`config.mk`:
```
export PLATFORM = sky130hd
export DESIGN_NAME = srsr_top
export DESIGN_NICKNAME = d
export VERILOG_FILES = /design/src/rtl/srsr_pkg.sv /design/src/rtl/srsr_edge_latch.sv /design/src/rtl/srsr_self_test.sv /design/src/rtl/srsr_top.sv
export SDC_FILE = /design/constraint.sdc
export NUM_CORES = 1
export LEC_CHECK = 0
export BUFFER_PORTS_ARGS = -buffer_cell sky130_fd_sc_hd__buf_2
export CAP_MARGIN = 20
export CORE_MARGIN = 2
export CORE_UTILIZATION = 29
export CTS_BUF_LIST = sky130_fd_sc_hd__clkbuf_4
export CTS_CLUSTER_DIAMETER = 200
export DETAILED_ROUTE_END_ITERATION = 10
export PLACE_DENSITY = 0.52
export SYNTH_ARGS = -nofsm -noshare
export SYNTH_HDL_FRONTEND = slang
export SYNTH_SLANG_ARGS = --single-unit
```
`constraint.sdc`:
```
create_clock -name clk -period 6.35 [get_ports clk]
set_input_delay 0.635 -clock clk [delete_from_list [all_inputs] [get_ports clk]]
set_output_delay 0.635 -clock clk [all_outputs]
set_load 0.01 [all_outputs]
```
`src/rtl/srsr_pkg.sv`:
```
// Constants, command codes and states for the status reporting block
package srsr_pkg;
    localparam int FLT_W = 16;
    localparam int STB_W = 8;
    // Fault group bit positions
    localparam int FLT_HV_BIT = 0;
    localparam int FLT_OC_BIT = 1;
    localparam int FLT_MAINS_BIT = 3;
    localparam int FLT_THERM_BIT = 4;
    localparam int FLT_TSHORT_BIT = 5;
    localparam int FLT_TTHRESH_BIT = 6;
    localparam int FLT_VCEIL_BIT = 8;
    localparam int FLT_CCEIL_BIT = 9;
    localparam int FLT_SHUT_BIT = 11;
    localparam int FLT_PCEIL_BIT = 12;
    localparam int FLT_SENSE_BIT = 13;
    localparam logic [15:0] FLT_USED = 16'h3B7B;
    // Status byte bit positions
    localparam int STB_FAULT_BIT = 3;
    localparam int STB_MSS_BIT = 6;
    // Reset values
    localparam logic [7:0] SRE_RST = 8'h00;
    localparam logic [15:0] RISE_RST = 16'h3B7B;
    localparam logic [15:0] FALL_RST = 16'h0000;
    localparam logic [15:0] ENA_RST = 16'h0000;
    // Trigger ignored, -211 in two's complement
    localparam logic [15:0] ERR_TRG_IGNORED = 16'hFF2D;
    localparam int SELF_TEST_CYCLES = 16;
    typedef enum logic [3:0] {
        CMD_SRE_SET = 4'h0, CMD_SRE_GET = 4'h1, CMD_STB_GET = 4'h2,
        CMD_TRG = 4'h3, CMD_TST = 4'h4, CMD_WAI = 4'h5,
        CMD_COND_GET = 4'h6, CMD_RISE_SET = 4'h7, CMD_RISE_GET = 4'h8,
        CMD_FALL_SET = 4'h9, CMD_FALL_GET = 4'hA, CMD_EVT_GET = 4'hB,
        CMD_ENA_SET = 4'hC, CMD_ENA_GET = 4'hD
    } srsr_cmd_type;
    typedef enum logic [2:0] {
        ST_IDLE = 3'b001,
        ST_TEST = 3'b010,
        ST_WAIT = 3'b100
    } srsr_state_type;
endpackage : srsr_pkg

```
`src/rtl/srsr_edge_latch.sv`:
```
// Transition filter and sticky event latch for one status group
`timescale 1ns/10ps
module srsr_edge_latch #(
    parameter int W = 16
) (
    input wire logic clk,
    input wire logic sys_rst,
    input wire logic [W-1:0] cond,
    input wire logic [W-1:0] rise,
    input wire logic [W-1:0] fall,
    input wire logic clear,
    output logic [W-1:0] event_bits,
    output logic [W-1:0] set_bits
);
    logic [W-1:0] cond_prev;

    assign set_bits = (cond & ~cond_prev & rise) | (~cond & cond_prev & fall);

    always_ff @(posedge clk or posedge sys_rst) begin
        if (sys_rst) begin
            cond_prev <= '0;
        end else begin
            cond_prev <= cond;
        end
    end

    // New edges survive a clearing read
    always_ff @(posedge clk or posedge sys_rst) begin
        if (sys_rst) begin
            event_bits <= '0;
        end else begin
            event_bits <= (clear ? '0 : event_bits) | set_bits;
        end
    end
endmodule : srsr_edge_latch

```
`src/rtl/srsr_self_test.sv`:
```
// Self test sequencer returning a numeric fault code
`timescale 1ns/10ps
module srsr_self_test #(
    parameter int CYCLES = srsr_pkg::SELF_TEST_CYCLES
) (
    input wire logic clk,
    input wire logic sys_rst,
    input wire logic start,
    input wire logic [15:0] fault_code,
    output logic busy,
    output logic done,
    output logic [15:0] result
);
    logic [15:0] count;

    always_ff @(posedge clk or posedge sys_rst) begin
        if (sys_rst) begin
            busy <= 1'b0;
            done <= 1'b0;
            count <= 16'h0000;
            result <= 16'h0000;
        end else begin
            done <= 1'b0;
            if (start && !busy) begin
                busy <= 1'b1;
                count <= 16'(CYCLES - 1);
            end else if (busy && count == 16'h0000) begin
                // Zero code means the checks found nothing
                busy <= 1'b0;
                done <= 1'b1;
                result <= fault_code;
            end else if (busy) begin
                count <= count - 16'h0001;
            end
        end
    end
endmodule : srsr_self_test

```
`src/rtl/srsr_top.sv`:
```
// Fault status group, status byte and service request with common commands
`timescale 1ns/10ps
module srsr_top
    import srsr_pkg::*;
#(
    parameter int TEST_CYCLES = srsr_pkg::SELF_TEST_CYCLES
) (
    input wire logic clk,
    input wire logic sys_rst,
    input wire logic cmd_valid,
    input wire srsr_pkg::srsr_cmd_type cmd_code,
    input wire logic [15:0] cmd_data,
    output logic cmd_ready,
    output logic rsp_valid,
    output logic [15:0] rsp_data,
    output logic err_valid,
    output logic [15:0] err_code,
    input wire logic high_voltage_trip,
    input wire logic excess_current_trip,
    input wire logic mains_switch_off,
    input wire logic thermal_trip,
    input wire logic thermocouple_short,
    input wire logic temperature_threshold,
    input wire logic voltage_ceiling_hit,
    input wire logic current_ceiling_hit,
    input wire logic shutdown_alarm,
    input wire logic power_ceiling_hit,
    input wire logic sense_alarm,
    input wire logic [7:0] stb_external,
    input wire logic trig_accept_ok,
    input wire logic ops_busy,
    input wire logic [15:0] self_test_fault,
    output logic trig_pulse,
    output logic service_request,
    output logic [7:0] status_byte,
    output logic fault_summary
);
    import srsr_pkg::*;

    logic take;
    logic [15:0] fault_condition;
    logic [15:0] next_condition;
    logic [15:0] fault_rise_filter;
    logic [15:0] fault_fall_filter;
    logic [15:0] fault_enable_mask;
    logic [15:0] fault_event_latch;
    logic [15:0] evt_set;
    logic [7:0] service_request_mask;
    logic [7:0] next_stb;
    logic next_summary;
    logic next_mss;
    logic evt_clear;
    logic test_start;
    logic test_busy;
    logic test_done;
    logic [15:0] test_result;
    srsr_state_type state;
    srsr_state_type next_state;

    assign take = cmd_valid && cmd_ready;
    assign evt_clear = take && cmd_code == CMD_EVT_GET;
    assign test_start = take && cmd_code == CMD_TST;

    // Live condition assembly; unused bits stay zero
    always_comb begin
        next_condition = 16'h0000;
        next_condition[FLT_HV_BIT] = high_voltage_trip;
        next_condition[FLT_OC_BIT] = excess_current_trip;
        next_condition[FLT_THERM_BIT] = thermal_trip;
        next_condition[FLT_VCEIL_BIT] = voltage_ceiling_hit;
        next_condition[FLT_CCEIL_BIT] = current_ceiling_hit;
        next_condition[FLT_PCEIL_BIT] = power_ceiling_hit;
        next_condition[FLT_MAINS_BIT] = mains_switch_off;
        next_condition[FLT_TSHORT_BIT] = thermocouple_short;
        next_condition[FLT_TTHRESH_BIT] = temperature_threshold;
        next_condition[FLT_SHUT_BIT] = shutdown_alarm;
        next_condition[FLT_SENSE_BIT] = sense_alarm;
    end

    always_ff @(posedge clk or posedge sys_rst) begin
        if (sys_rst) begin
            fault_condition <= 16'h0000;
        end else begin
            fault_condition <= next_condition;
        end
    end

    // Host-written masks
    always_ff @(posedge clk or posedge sys_rst) begin
        if (sys_rst) begin
            service_request_mask <= SRE_RST;
            fault_rise_filter <= RISE_RST;
            fault_fall_filter <= FALL_RST;
            fault_enable_mask <= ENA_RST;
        end else if (take) begin
            case (cmd_code)
                CMD_SRE_SET: service_request_mask <= cmd_data[7:0];
                CMD_RISE_SET: fault_rise_filter <= cmd_data;
                CMD_FALL_SET: fault_fall_filter <= cmd_data;
                CMD_ENA_SET: fault_enable_mask <= cmd_data;
                default: begin
                end
            endcase
        end
    end

    srsr_edge_latch #(
        .W(FLT_W)
    ) u_latch (
        .clk(clk),
        .sys_rst(sys_rst),
        .cond(fault_condition),
        .rise(fault_rise_filter),
        .fall(fault_fall_filter),
        .clear(evt_clear),
        .event_bits(fault_event_latch),
        .set_bits(evt_set)
    );

    srsr_self_test #(
        .CYCLES(TEST_CYCLES)
    ) u_test (
        .clk(clk),
        .sys_rst(sys_rst),
        .start(test_start),
        .fault_code(self_test_fault),
        .busy(test_busy),
        .done(test_done),
        .result(test_result)
    );

    // Summary and request tree; bit 6 never feeds itself
    always_comb begin
        next_summary = |(fault_event_latch & fault_enable_mask);
        next_stb = stb_external;
        next_stb[STB_FAULT_BIT] = next_summary;
        next_stb[STB_MSS_BIT] = 1'b0;
        next_mss = |(next_stb & service_request_mask);
        next_stb[STB_MSS_BIT] = next_mss;
    end

    always_ff @(posedge clk or posedge sys_rst) begin
        if (sys_rst) begin
            fault_summary <= 1'b0;
            status_byte <= 8'h00;
            service_request <= 1'b0;
        end else begin
            fault_summary <= next_summary;
            status_byte <= next_stb;
            service_request <= next_mss;
        end
    end

    // Command sequencing
    always_comb begin
        next_state = state;
        case (state)
            ST_IDLE: begin
                if (test_start) begin
                    next_state = ST_TEST;
                end else if (take && cmd_code == CMD_WAI) begin
                    next_state = ST_WAIT;
                end
            end
            ST_TEST: begin
                if (test_done) begin
                    next_state = ST_IDLE;
                end
            end
            ST_WAIT: begin
                // Held until the rest of the device reports idle
                if (!ops_busy && !test_busy) begin
                    next_state = ST_IDLE;
                end
            end
            default: next_state = ST_IDLE;
        endcase
    end

    always_ff @(posedge clk or posedge sys_rst) begin
        if (sys_rst) begin
            state <= ST_IDLE;
            cmd_ready <= 1'b0;
        end else begin
            state <= next_state;
            cmd_ready <= next_state == ST_IDLE;
        end
    end

    // Query answers, one cycle after the command is taken; the self test code one cycle after test_done
    always_ff @(posedge clk or posedge sys_rst) begin
        if (sys_rst) begin
            rsp_valid <= 1'b0;
            rsp_data <= 16'h0000;
        end else begin
            rsp_valid <= 1'b0;
            if (test_done) begin
                rsp_valid <= 1'b1;
                rsp_data <= test_result;
            end else if (take) begin
                rsp_valid <= 1'b1;
                case (cmd_code)
                    CMD_SRE_GET: rsp_data <= {8'h00, service_request_mask};
                    CMD_STB_GET: rsp_data <= {8'h00, next_stb};
                    CMD_COND_GET: rsp_data <= fault_condition;
                    CMD_RISE_GET: rsp_data <= fault_rise_filter;
                    CMD_FALL_GET: rsp_data <= fault_fall_filter;
                    CMD_ENA_GET: rsp_data <= fault_enable_mask;
                    CMD_EVT_GET: rsp_data <= fault_event_latch;
                    default: rsp_valid <= 1'b0;
                endcase
            end
        end
    end

    // Trigger or refusal
    always_ff @(posedge clk or posedge sys_rst) begin
        if (sys_rst) begin
            trig_pulse <= 1'b0;
            err_valid <= 1'b0;
            err_code <= 16'h0000;
        end else begin
            trig_pulse <= 1'b0;
            err_valid <= 1'b0;
            if (take && cmd_code == CMD_TRG) begin
                if (trig_accept_ok) begin
                    trig_pulse <= 1'b1;
                end else begin
                    err_valid <= 1'b1;
                    err_code <= ERR_TRG_IGNORED;
                end
            end
        end
    end
endmodule : srsr_top

```
; Yosys cells after proc, flatten, opt, wreduce, memory -nomap -nowiden
; Cells that the tools add are included.
[word_totals]
ff_bits = 162
latchBits = 0
ramBits = 0
mem_bits_ro = 0
inputBits = 60
out_inout_bits = 46
word_cells = 102
n_memories = 0
[op_classes]
addsub = 1
mul = 0
div = 0
magnitude_cmp = 0
n_eq_ne = 18
n_shift = 0
n_mux = 23
n_bitwise = 12
n_reduce_logical = 27
[op_table]
columns = cell, count
row1 = $pmux W16 S7, 1
row2 = $mux W16, 6
row3 = $and A16 B16 Y16, 3
row4 = $not A14 Y16, 2
row5 = $or A16 B16 Y16, 2
row6 = $eq A4 B4 Y1 const B, 6
row7 = $and A14 B16 Y16, 1
row8 = $and A16 B14 Y16, 1
row9 = $eq A4 B3 Y1 const B, 4
row10 = $logic_not A16 Y1, 1
row11 = $reduce_and A2 Y1, 8
row12 = $reduce_or A16 Y1, 1
row13 = $sub A16 B1 Y16 const B, 1
row14 = $mux W3, 4
row15 = $mux W1, 11
row16 = $pmux W3 S3, 1
row17 = $and A8 B8 Y8, 1
row18 = $eq A4 B2 Y1 const B, 2
row19 = $logic_and A1 B1 Y1, 8
row20 = $reduce_bool A8 Y1, 1
row21 = $reduce_or A8 Y1, 1
row22 = $reduce_or A7 Y1, 1
row23 = $eq A3 B1 Y1 const B, 2
row24 = $reduce_bool A2 Y1, 3
row25 = 7 further kinds, 9

; Logic depth before layout (Yosys ltp)
; Gate-level depths: netlist (run 1).
[logic_depth]
word_depth = 7
mapped_depth = 9
ltp_nobuf = 6

; Cells and area by module
; Synthesis (run 1) repeated with hierarchy kept, for this count alone.
[hier_totals]
cells_unflattened = 622
area_unflattened_um2 = 7577.3
[by_module_without_submodules]
columns = mod, n_inst, cells_per_inst, area_each_um2, seq_area_each_um2
row1 = srsr_top, 1, 375, 4629.4, 2492.4
row2 = srsr_self_test, 1, 132, 1589.0, 850.8
row3 = srsr_edge_latch, 1, 115, 1358.8, 800.8

; Worst setup path after synthesis (run 1)
; OpenSTA, ideal clock, no wires.
[synth_timing]
path_type = input-to-reg
startpoint = in cmd_code[3]
endpoint = reg fault_fall_filter[0]
setup_time_ns = 0.125
arrival_ns = 1.906
required_time_ns = 6.225
path_slack_ns = 4.319
stages = 6
path_buffers = 3
cell_sequence = buf_4 > nor2b_1 > and3b_1 > buf_2 > buf_2 > mux2_2
[synth_via]
elab_chain_cells = 2
[synth_lines]
columns = element, line
row1 = start: declaration, srsr_top.sv:11  ; input wire srsr_pkg::srsr_cmd_type cmd_code,
row2 = $eq A4 B4 Y1, srsr_top.sv:96  ; case (cmd_code)
row3 = $reduce_and A2 Y1 (no source line), -
row4 = end signal: assignment, srsr_top.sv:99  ; CMD_FALL_SET: fault_fall_filter <= cmd_data;
row5 = end: declaration, srsr_top.sv:44  ; logic [15:0] fault_fall_filter;
; Every way passes these cells.
; A chain may end at the register's enable or synchronous reset.

; Worst setup path in the final report (run 1)
[layout_timing]
startpoint = in cmd_code[0]
endpoint = reg rsp_data[13]
[layout_via]
elab_chain_cells = 4
elab_cells_between_ends = 12
classes_between = 7 x eq/ne / 3 x mux / 2 x reduce/logical
[layout_lines]
columns = element, line
row1 = $eq A4 B4 Y1 (tied with other cells), srsr_top.sv:202  ; case (cmd_code)
row2 = $pmux W16 S7, srsr_top.sv:202
row3 = $mux W16, srsr_top.sv:200  ; end else if (take) begin
row4 = $mux W16, srsr_top.sv:197  ; if (test_done) begin
row5 = end signal: assignment, srsr_top.sv:199  ; rsp_data <= test_result;
row6 = end signal: assignment, srsr_top.sv:203  ; CMD_SRE_GET: rsp_data <= {8'h00, service_request_mask};
row7 = end signal: assignment, srsr_top.sv:204  ; CMD_STB_GET: rsp_data <= {8'h00, next_stb};
row8 = end: declaration, srsr_top.sv:15  ; output logic [15:0] rsp_data,
; Several ways; a longest one is shown, not always the timed one. The select of a mux whose other input is x is not followed.

==> metrics, run 1 <==
status finished, final reports clean; max_cap viols 0; Synth Flop Type dfrtp_1; Row Count 57; Worst Setup End Kind register; Critical Setup Path Class primary input to register; Sw Ratio 31.8%; relative max-transition margin 25.1%; Avg WL per Cell 17.8 um; Synth warnings 0; CTS tree done; first-pass GRT wire length 31.0 mm; Worst Setup Start Kind primary input; synthesis-to-layout area growth 13.3%; critical path fanouts, max 22; register area share after synthesis 54.1%; clock network fraction of total power 26.0%; worst-margin pin slew 1.12 ns; clk buf depth 2; Synth area leader dfrtp_1; Psw 827 uW; detailed placer's ending HPWL 13.5 mm; Avg Cell Area, Syn 10.8 sq um; Worst-Skew Late Latency 0.56 ns; filler instances 2480; Total Routed Length 19.2 mm; Core Area 24300 sq um; top post-synthesis cells by count dfrtp_1 (143), nand2_1 (105), mux2_2 (61), nor2_1 (36), o21ai_0 (34); post-synthesis async set-or-reset flop share 100%; Data arrival, critical path 3.44 ns; top post-synthesis cells by area dfrtp_1 (50%), mux2_2 (9.5%), nand2_1 (5.5%), dfstp_2 (4.4%), o21ai_0 (2.4%); Hold Startpoint power_ceiling_hit; worst vdd ir 0.000102 V; Die X-Extent 162 um; H-tree depth 4; Die ar. 26100 sq um; Place WS 2.80 ns; Clock Sinks 155; hold crit path type primary input to register; largest net degree at the start of global routing 85; CTS resizes 0; top achievable clock speed 338 MHz; Pre-Repair DR Iteration Count 4; I/O Buffers 99; crit path from cmd_code[0]; setup tns final 0 ns; critical register-to-register path startpoint u_test.count[7]; Combinational Power Share 22.3%; Die Y 162 um; vias per cell 4.97; CTS clock-pin slew for the worst setup and hold paths 0.13 ns; root buf cell clkbuf_4; number of routed nets with antenna violations 0; CTS Buf Count 17; initial DRC count 324; EDFF count, synth 0; Initial Util 29.6%; routed vias 5343; Pleak 3.52 nW; PwrDens 319 nW/um^2; CTS Hold Bufs 0; internal power 1.77 mW; DRC viols 0; register share of total power 51.6%; Placer Congestion 0.811; storage element area 3890 sq um; final hold vios 0; hold_ws 0.166 ns; GR Util All Layers 15.5%; setup slack after layout 3.39 ns; I/O pins 106; Cells after Synth 664; ratio of cells with drive above 1 in the final layout 29.5%; Final Slew Violations 0; multi-input logic area 2960 sq um; Final period util 46.5%; top-area cell type share of the netlist area 49.7%; synthesized area 7200 sq um; Min Clock Period, post-route 2.96 ns; postcts setup bufs 0; RSZ-0062 raised after global routing no; Final setup viols 0; nets@finish 797; vias in the first global route 5433; Seq cells post-synth 155; top-count cell post-synth dfrtp_1; Critical Path RT 6.84 ns; clock skew 0.0296 ns; Synth cell types 65; antenna violations before repair 3; Overflow after GRT 0
[final timing paths]
path / endpoint / slack (ns) / depth (start not counted)
min: fault_condition[12] / 0.17 / 1
max in group asynchronous: u_test.result[0] / 4.73 / 3
max reg2reg: u_test.count[0] / 3.84 / 5
min in group asynchronous: fault_condition[13] / 0.21 / 2
max: rsp_data[13] / 3.39 / 7
min reg2reg: u_latch.cond_prev[8] / 0.44 / 0
[flip-flops by register name, indices dropped and copies added, names as in the netlist]
signal and cells:
u_test.count 16, state 3, rsp_valid 1, u_test.busy 1, fault_enable_mask 16, service_request_mask 8
u_test.done 1, status_byte 8, trig_pulse 1, fault_rise_filter 16, u_latch.cond_prev 11, fault_fall_filter 16
cmd_ready 1, fault_condition 11, rsp_data 16, err_code 1, u_latch.event_bits 11, u_test.result 16
err_valid 1
[final cells by class]
cell class                      count  share of cell area [%]
Sequential cell                   155                    47.7
Multi-Input combinational cell    449                    36.3
Timing Repair Buffer              104                    6.53
Tap cell                          324                    4.97
Clock inverter                     12                    2.10
Clock buffer                       20                    1.84
Inverter                            9                   0.475
Antenna cell                        2                  0.0613
[worst max-delay path, stage by stage]
cell,delay [ns]
buf_2,0.38
nor2b_1,0.79
a221oi_1,0.17
buf_4,0.22
nor2_2,0.63
o21ai_0,0.36
a31oi_1,0.24
[power groups by stage]
stage               clock [mW]  combinational (mW)  sequential, mW
floorplan                    0               0.445            1.32
global placement             0               0.578            1.36
detailed placement           0               0.589            1.36
CTS                      0.702               0.591            1.34
global route             0.746               0.658            1.37
finish                   0.677               0.581            1.34
[per-layer routing]
metal	global-route usage, %	vias up	share of wire (%)	wire length, um
li1	-	2520	-	-
met1	21.1	2671	47	8990
met2	24.6	127	47	9080
met3	3.75	23	4.4	853
met4	4.02	2	1.3	248
met5	0	-	0.068	13
[metrics by stage]
stage                     util (%)  power (mW)  cells  cell area [sq um]
after CTS                     33.5        2.64   1073               8150
after global routing          33.5        2.78   1075               8160
after floorplan                  -        1.77    667               7210
after global placement        32.2        1.94   1041               7830
after detailed placement      32.2        1.95   1041               7830
final                         33.5        2.60   1075               8160
[placed cells by master (no fill, tap or decap), types with 3 or more instances in the layout]
cell / count
dfrtp_1: 143
nand2_1: 105
buf_2: 99
mux2_2: 61
nor2_1: 36
o21ai_0: 34
clkbuf_4: 20
o211ai_1: 18
a22oi_1: 18
nand3b_1: 13
a21oi_1: 12
dfstp_2: 12
nand3_1: 11
mux2i_1: 10
a31oi_1: 9
nor3_1: 8
inv_1: 8
nor2b_1: 8
nand4_1: 8
and3_1: 7
nand2b_1: 6
o31ai_1: 6
buf_4: 5
and2_1: 4
a21o_1: 4
a22o_1: 4
conb_1: 4
bufinv_16: 4
clkinv_2: 4
xor2_1: 3
nor3b_1: 3
a221oi_1: 3
a21boi_0: 3
o21a_1: 3
a32o_1: 3
a222oi_1: 3
o221ai_1: 3
a211oi_1: 3
nand4b_1: 3
clkinvlp_4: 3
[cell families after synthesis]
group,after synthesis,synth area share (%)
simple gates,228,15.8
fa+ha+maj,1,0.174
buf+inv,63,4.97
other cells,1,0.0521
compound gates,140,13.4
mux,71,10.9
flops,155,54.1
xor+xnor,5,0.608
(Power assumes the default switching activity.)
==> run 2: changes to the inputs <==
PLACE_DENSITY = 0.54   (was 0.52)
clock period = 2.56 ns   (was 6.35 ns; I/O delays follow)
==> run 2 against run 1 <==
  * Worst hold slack lost 0.085 ns
  * Final area up 9.2%
  * Worst setup slack worse by 2.9 ns
  * Non-clock buffer count increased by 79
  * Clock skew is 0.0023 ns higher
  * Critical endpoint is now u_test.count[11]
==> metrics, run 2 (synthesized netlist as in run 1, its figures left out) <==
status finished, final reports clean (unchanged); top achievable clock speed 473 MHz; antenna violations before repair 4 (was 3); CTS clock-pin slew for the worst setup and hold paths 0.12 ns (was 0.13 ns); CP top delay family simple AND/OR/NAND/NOR gates (unchanged); Data arrival, critical path 2.58 ns (was 3.44 ns); Worst Setup End Kind register (unchanged); H-tree depth 4 (unchanged); clk buf depth 2 (unchanged); CP cell instances nor4_2 -> and2_1 -> and3_1 -> buf_4 -> o311ai_0 -> o21ai_0 (was buf_2 -> nor2b_1 -> a221oi_1 -> buf_4 -> nor2_2 -> o21ai_0 -> a31oi_1); Core Area 24300 sq um (unchanged); vias per cell 4.83 (was 4.97); I/O Buffers 99 (unchanged); CTS Hold Bufs 51 (was 0); Worst-Skew Late Latency 0.56 ns (about the same); synthesis-to-layout area growth 23.7% (was 13.3%); vias in the first global route 5773 (was 5433); RSZ-0062 raised after global routing no (unchanged); first-pass GRT wire length 31.6 mm (was 31.0 mm); number of routed nets with antenna violations 0 (unchanged); nets@finish 876 (was 797); Clock Sinks 155 (unchanged); Total Routed Length 19.5 mm (was 19.2 mm); initial DRC count 342 (was 324); routed vias 5579 (was 5343); Final setup viols 0 (unchanged); Placed Instance Area 8080 sq um (was 7830 sq um); most frequent cells in the layout dfrtp_1 (143), nand2_1 (105), buf_2 (99), mux2_2 (61), dlygate4sd3_1 (51) (was dfrtp_1 (143), nand2_1 (105), buf_2 (99), mux2_2 (61), nor2_1 (36)); Die Y 162 um (unchanged); hold crit path type primary input to register (unchanged); Worst Setup Start Kind register (was primary input); CTS resizes 0 (unchanged); Placer Congestion 0.838 (was 0.811); R2R Setup Slk 0.45 ns (was 3.84 ns); Final period util 82.6%; ratio of cells with drive above 1 in the final layout 29.7% (was 29.5%); critical path fanouts, max 16 (was 22); Min Clock Period, post-route 2.11 ns; Overflow after GRT 0 (unchanged); detailed placer's ending HPWL 14.3 mm (was 13.5 mm); slowest stage cell, crit path dfrtp_1 (was nor2b_1); max_cap viols 0 (unchanged); largest net degree at the start of global routing 54 (was 85); worst-margin pin slew 0.752 ns (was 1.12 ns); worst vdd ir 0.000306 V (was 0.000102 V); setup tns final 0 ns (unchanged); postcts setup bufs 0 (unchanged); I/O pins 106 (unchanged); Pre-Repair DR Iteration Count 4 (unchanged); clock skew 0.0319 ns (was 0.0296 ns); relative max-transition margin 49.9% (was 25.1%); Pleak 3.88 nW (was 3.52 nW); slowest stage delay, CP 0.48 ns (was 0.79 ns); Critical Setup Path Class register to register (was primary input to register); Buf/Inv on CP 1 (was 2); Die X-Extent 162 um (unchanged); CTS Buf Count 17 (unchanged); GR Util All Layers 15.6% (was 15.5%); CTS tree done (unchanged); Final Slew Violations 0 (unchanged); Total Power 6.57 mW (was 2.60 mW); Critical Path RT 3.02 ns (was 6.84 ns); Die ar. 26100 sq um (unchanged); Initial Util 29.6% (unchanged); filler instances 2444 (was 2480); final hold vios 0 (unchanged); Final Cell Area 8910 sq um (was 8160 sq um); Avg WL per Cell 16.9 um (was 17.8 um); Row Count 57 (unchanged); commonest non-fill, non-tap cell in the layout dfrtp_1 (unchanged); PwrDens 738 nW/um^2 (was 319 nW/um^2); DRC viols 0 (unchanged); root buf cell clkbuf_4 (unchanged)
## run 2: cell types whose count changed in the layout (fill, tap and decap cells not counted), sizes merged
cell	before	now
buf	104	132
clkbuf	20	18
clkinv	4	8
diode	2	3
dlygate4sd3	0	51
inv	10	8
## run 2: worst paths after layout
| path | start | endpoint | cells after the start |
|---|---|---|---|
| worst max-delay path | u_test.count[7] | u_test.count[11] | 6 |
| worst min-delay path | ops_busy | state[2] | 3 |
| worst max register to register | u_test.count[7] | u_test.count[11] | 6 |
| worst min register to register | fault_condition[13] | u_latch.cond_prev[13] | 0 |
| max in group asynchronous | sys_rst | fault_rise_filter[4] | 4 |
| min in group asynchronous | sys_rst | u_latch.cond_prev[6] | 3 |
## run 2: final cells by class
| cell class | count | area (sq um) | share of cell area (%) |
|---|---|---|---|
| multi-input cells | 449 | 2960 | 33.2 |
| flip-flops and latches | 155 | 3890 | 43.7 |
| well taps | 324 | 405 | 4.55 |
| inverters | 9 | 37.5 | 0.421 |
| clock inverters | 14 | 179 | 2.01 |
| clock buffers | 18 | 135 | 1.52 |
| repair buffers | 183 | 1290 | 14.5 |
| diodes | 3 | 7.51 | 0.0842 |
## run 2: metrics by stage
step	util [%]	hold WS (ns)	setup WS (ns)	instances
floorplan	-	0.287	0.355	667
global placement	33.2	0.366	0.458	1069
detailed placement	33.2	0.365	0.443	1069
CTS	36.6	0.0284	0.420	1152
global route	36.6	0.0341	0.185	1154
finish	36.6	0.0805	0.446	1155
## run 2: where the power goes
part	internal, mW	switching, mW	leakage, nW
logic	0.764	0.839	1.90
registers	2.93	0.367	1.81
clock network	0.773	0.894	0.164
total	4.47	2.10	3.88
## run 2: tightest hold or removal path, delay by kind of cell
| kind | cells | cell delay [ns] |
|---|---|---|
| compound gates | 2 | 0.22 |
| buf+inv | 1 | 0.10 |
## run 2: routing by layer
metal	wire, um	up-vias	global-route usage (%)
met5	0	-	0
met1	9410	2753	21.7
met2	8840	127	24.4
li1	-	2681	-
met4	316	0	4.18
met3	942	18	3.93
==> run 3: changes to the inputs <==
PLACE_DENSITY = 0.52   (was 0.54)
clock period = 2 ns   (was 2.56 ns; I/O delays follow)
==> run 3 against run 2 <==
  * Cell count increased by 2.2%
  * Worst hold slack improved by 0.096 ns
  * Routed wire length increased by 0.40%
  * Fmax increased by 13%
  * Sequential power increased by 28%
  * Die area unchanged
  * Critical path depth decreased by 1
  * Clock skew decreased by 0.0093 ns
==> metrics, run 3 (synthesized netlist as in run 1, its figures left out) <==
status finished, final reports clean (unchanged); Pre-Repair DR Iteration Count 5 (was 4); Die Y 162 um (unchanged); root buf cell clkbuf_4 (unchanged); Avg WL per Cell 16.6 um (was 16.9 um); CTS tree done (unchanged); relative max-transition margin 63.9% (was 49.9%); Data arrival, critical path 2.28 ns (was 2.58 ns); largest net degree at the start of global routing 50 (was 54); postcts setup bufs 0 (unchanged); routed vias 5684 (was 5579); Critical Path RT 2.41 ns (was 3.02 ns); vias per cell 4.82 (was 4.83); number of routed nets with antenna violations 0 (unchanged); worst-margin pin slew 0.541 ns (was 0.752 ns); commonest non-fill, non-tap cell in the layout dfrtp_1 (unchanged); filler instances 2443 (was 2444); Die X-Extent 162 um (unchanged); Die ar. 26100 sq um (unchanged); Final setup viols 0 (unchanged); Pleak 4.00 nW (was 3.88 nW); CTS Hold Bufs 52 (was 51); R2R Setup Slk 0.13 ns (was 0.45 ns); Min Clock Period, post-route 1.87 ns (was 2.11 ns); ratio of cells with drive above 1 in the final layout 31.7% (was 29.7%); Total Power 8.52 mW (was 6.57 mW); CTS resizes 0 (unchanged); register share of total power 49.7% (was 50.2%); Clock Sinks 155 (unchanged); PwrDens 932 nW/um^2 (was 738 nW/um^2); Combinational Power Share 25.1% (was 24.4%); antenna violations before repair 3 (was 4); Placer Congestion 0.818 (was 0.838); GR Util All Layers 15.9% (was 15.6%); final hold vios 0 (unchanged); Final Slew Violations 0 (unchanged); Place WS 0.105 ns (was 0.443 ns); I/O Buffers 99 (unchanged); Sw Ratio 31.7% (was 32.0%); Final period util 93.6% (was 82.6%); I/O pins 106 (unchanged); RSZ-0062 raised after global routing no (unchanged); clock skew 0.0226 ns (was 0.0319 ns); Row Count 57 (unchanged); Core Area 24300 sq um (unchanged); worst vdd ir 0.000388 V (was 0.000306 V); setup slack after layout 0.127 ns (was 0.446 ns); H-tree depth 4 (unchanged); detailed placer's ending HPWL 14.5 mm (was 14.3 mm); top achievable clock speed 534 MHz (was 473 MHz); Worst Setup End Kind register (unchanged); Total Routed Length 19.6 mm (was 19.5 mm); Post-Place Cells 1092 (was 1069); Final Util 37.6% (was 36.6%); clk buf depth 2 (unchanged); Overflow after GRT 0 (unchanged); Initial Util 29.6% (unchanged); Worst-Skew Late Latency 0.55 ns (was 0.56 ns); nets@finish 900 (was 876); most frequent cells in the layout dfrtp_1 (143), nand2_1 (105), buf_2 (99), mux2_2 (61), dlygate4sd3_1 (52) (was dfrtp_1 (143), nand2_1 (105), buf_2 (99), mux2_2 (61), dlygate4sd3_1 (51)); critical path fanouts, max 3 (was 16); CTS Buf Count 17 (unchanged); Psw 2.70 mW (was 2.10 mW); vias in the first global route 5802 (was 5773); max_cap viols 0 (unchanged); DRC viols 0 (unchanged); Worst Setup Start Kind register (unchanged); synthesis-to-layout area growth 26.9% (was 23.7%); first-pass GRT wire length 32.2 mm (was 31.6 mm); initial DRC count 285 (was 342); CTS clock-pin slew for the worst setup and hold paths 0.13 ns (was 0.12 ns); hold crit path type primary input to register (unchanged); clock network fraction of total power 25.2% (was 25.4%); internal power 5.82 mW (was 4.47 mW); Critical Setup Path Class register to register (unchanged); non-filler cells, final 1180 (was 1155)
[run 3: area by class of cell]
type / count / area, sq um / share of cell area (%)
antenna: 4 / 10.0 / 0.110
timing repair buffer: 207 / 1510 / 16.5
clock inverter: 13 / 175 / 1.92
inverter: 9 / 37.5 / 0.411
clock buffer: 19 / 143 / 1.56
tap: 324 / 405 / 4.44
multi-input combinational: 449 / 2960 / 32.4
sequential: 155 / 3890 / 42.6
[run 3: worst max-delay path, stage by stage (launching register included)]
cell and delay, ns:
dfrtp_1 0.43, a22o_1 0.25, a221oi_1 0.36, nand3_1 0.16, a211oi_1 0.36, o221ai_1 0.18
[run 3: power groups by stage]
stage                     sequential [mW]  clock (mW)  combinational (mW)
after floorplan                      4.20           0                1.41
after global placement               4.30           0                2.06
after detailed placement             4.30           0                2.08
final                                4.23        2.15                2.14
after CTS                            4.24        2.23                2.17
after global routing                 4.34        2.38                2.40
[run 3: metal layers]
layer  vias to the layer above  routed length (um)  global-route usage (%)
met1                      2814                9390                    22.2
met2                       126                9050                    24.7
li1                       2727                   -                       -
met3                        17                 878                    3.65
met5                         -                   0                       0
met4                         0                 265                    4.46
[run 3: final timing paths]
check / start / endpoint / cells past startpoint
setup / recovery: u_latch.event_bits[8] / rsp_data[3] / 5
hold / removal: cmd_code[2] / err_valid / 4
setup reg to reg: u_latch.event_bits[8] / rsp_data[3] / 5
hold reg to reg: fault_condition[8] / u_latch.cond_prev[8] / 0
max in group asynchronous: sys_rst / fault_rise_filter[11] / 4
min in group asynchronous: sys_rst / u_latch.cond_prev[8] / 3
[run 3: through the flow]
| step | TNS [ns] | hold WS (ns) | area (sq um) |
|---|---|---|---|
| 2_1_floorplan | -21.32 | 0.231 | 7220 |
| 3_3_place_gp | 0 | 0.244 | 8290 |
| 3_5_place_dp | 0 | 0.250 | 8290 |
| 4_1_cts | 0 | 0.117 | 9130 |
| 5_1_grt | 0 | 0.129 | 9130 |
| 6_report | 0 | 0.177 | 9140 |
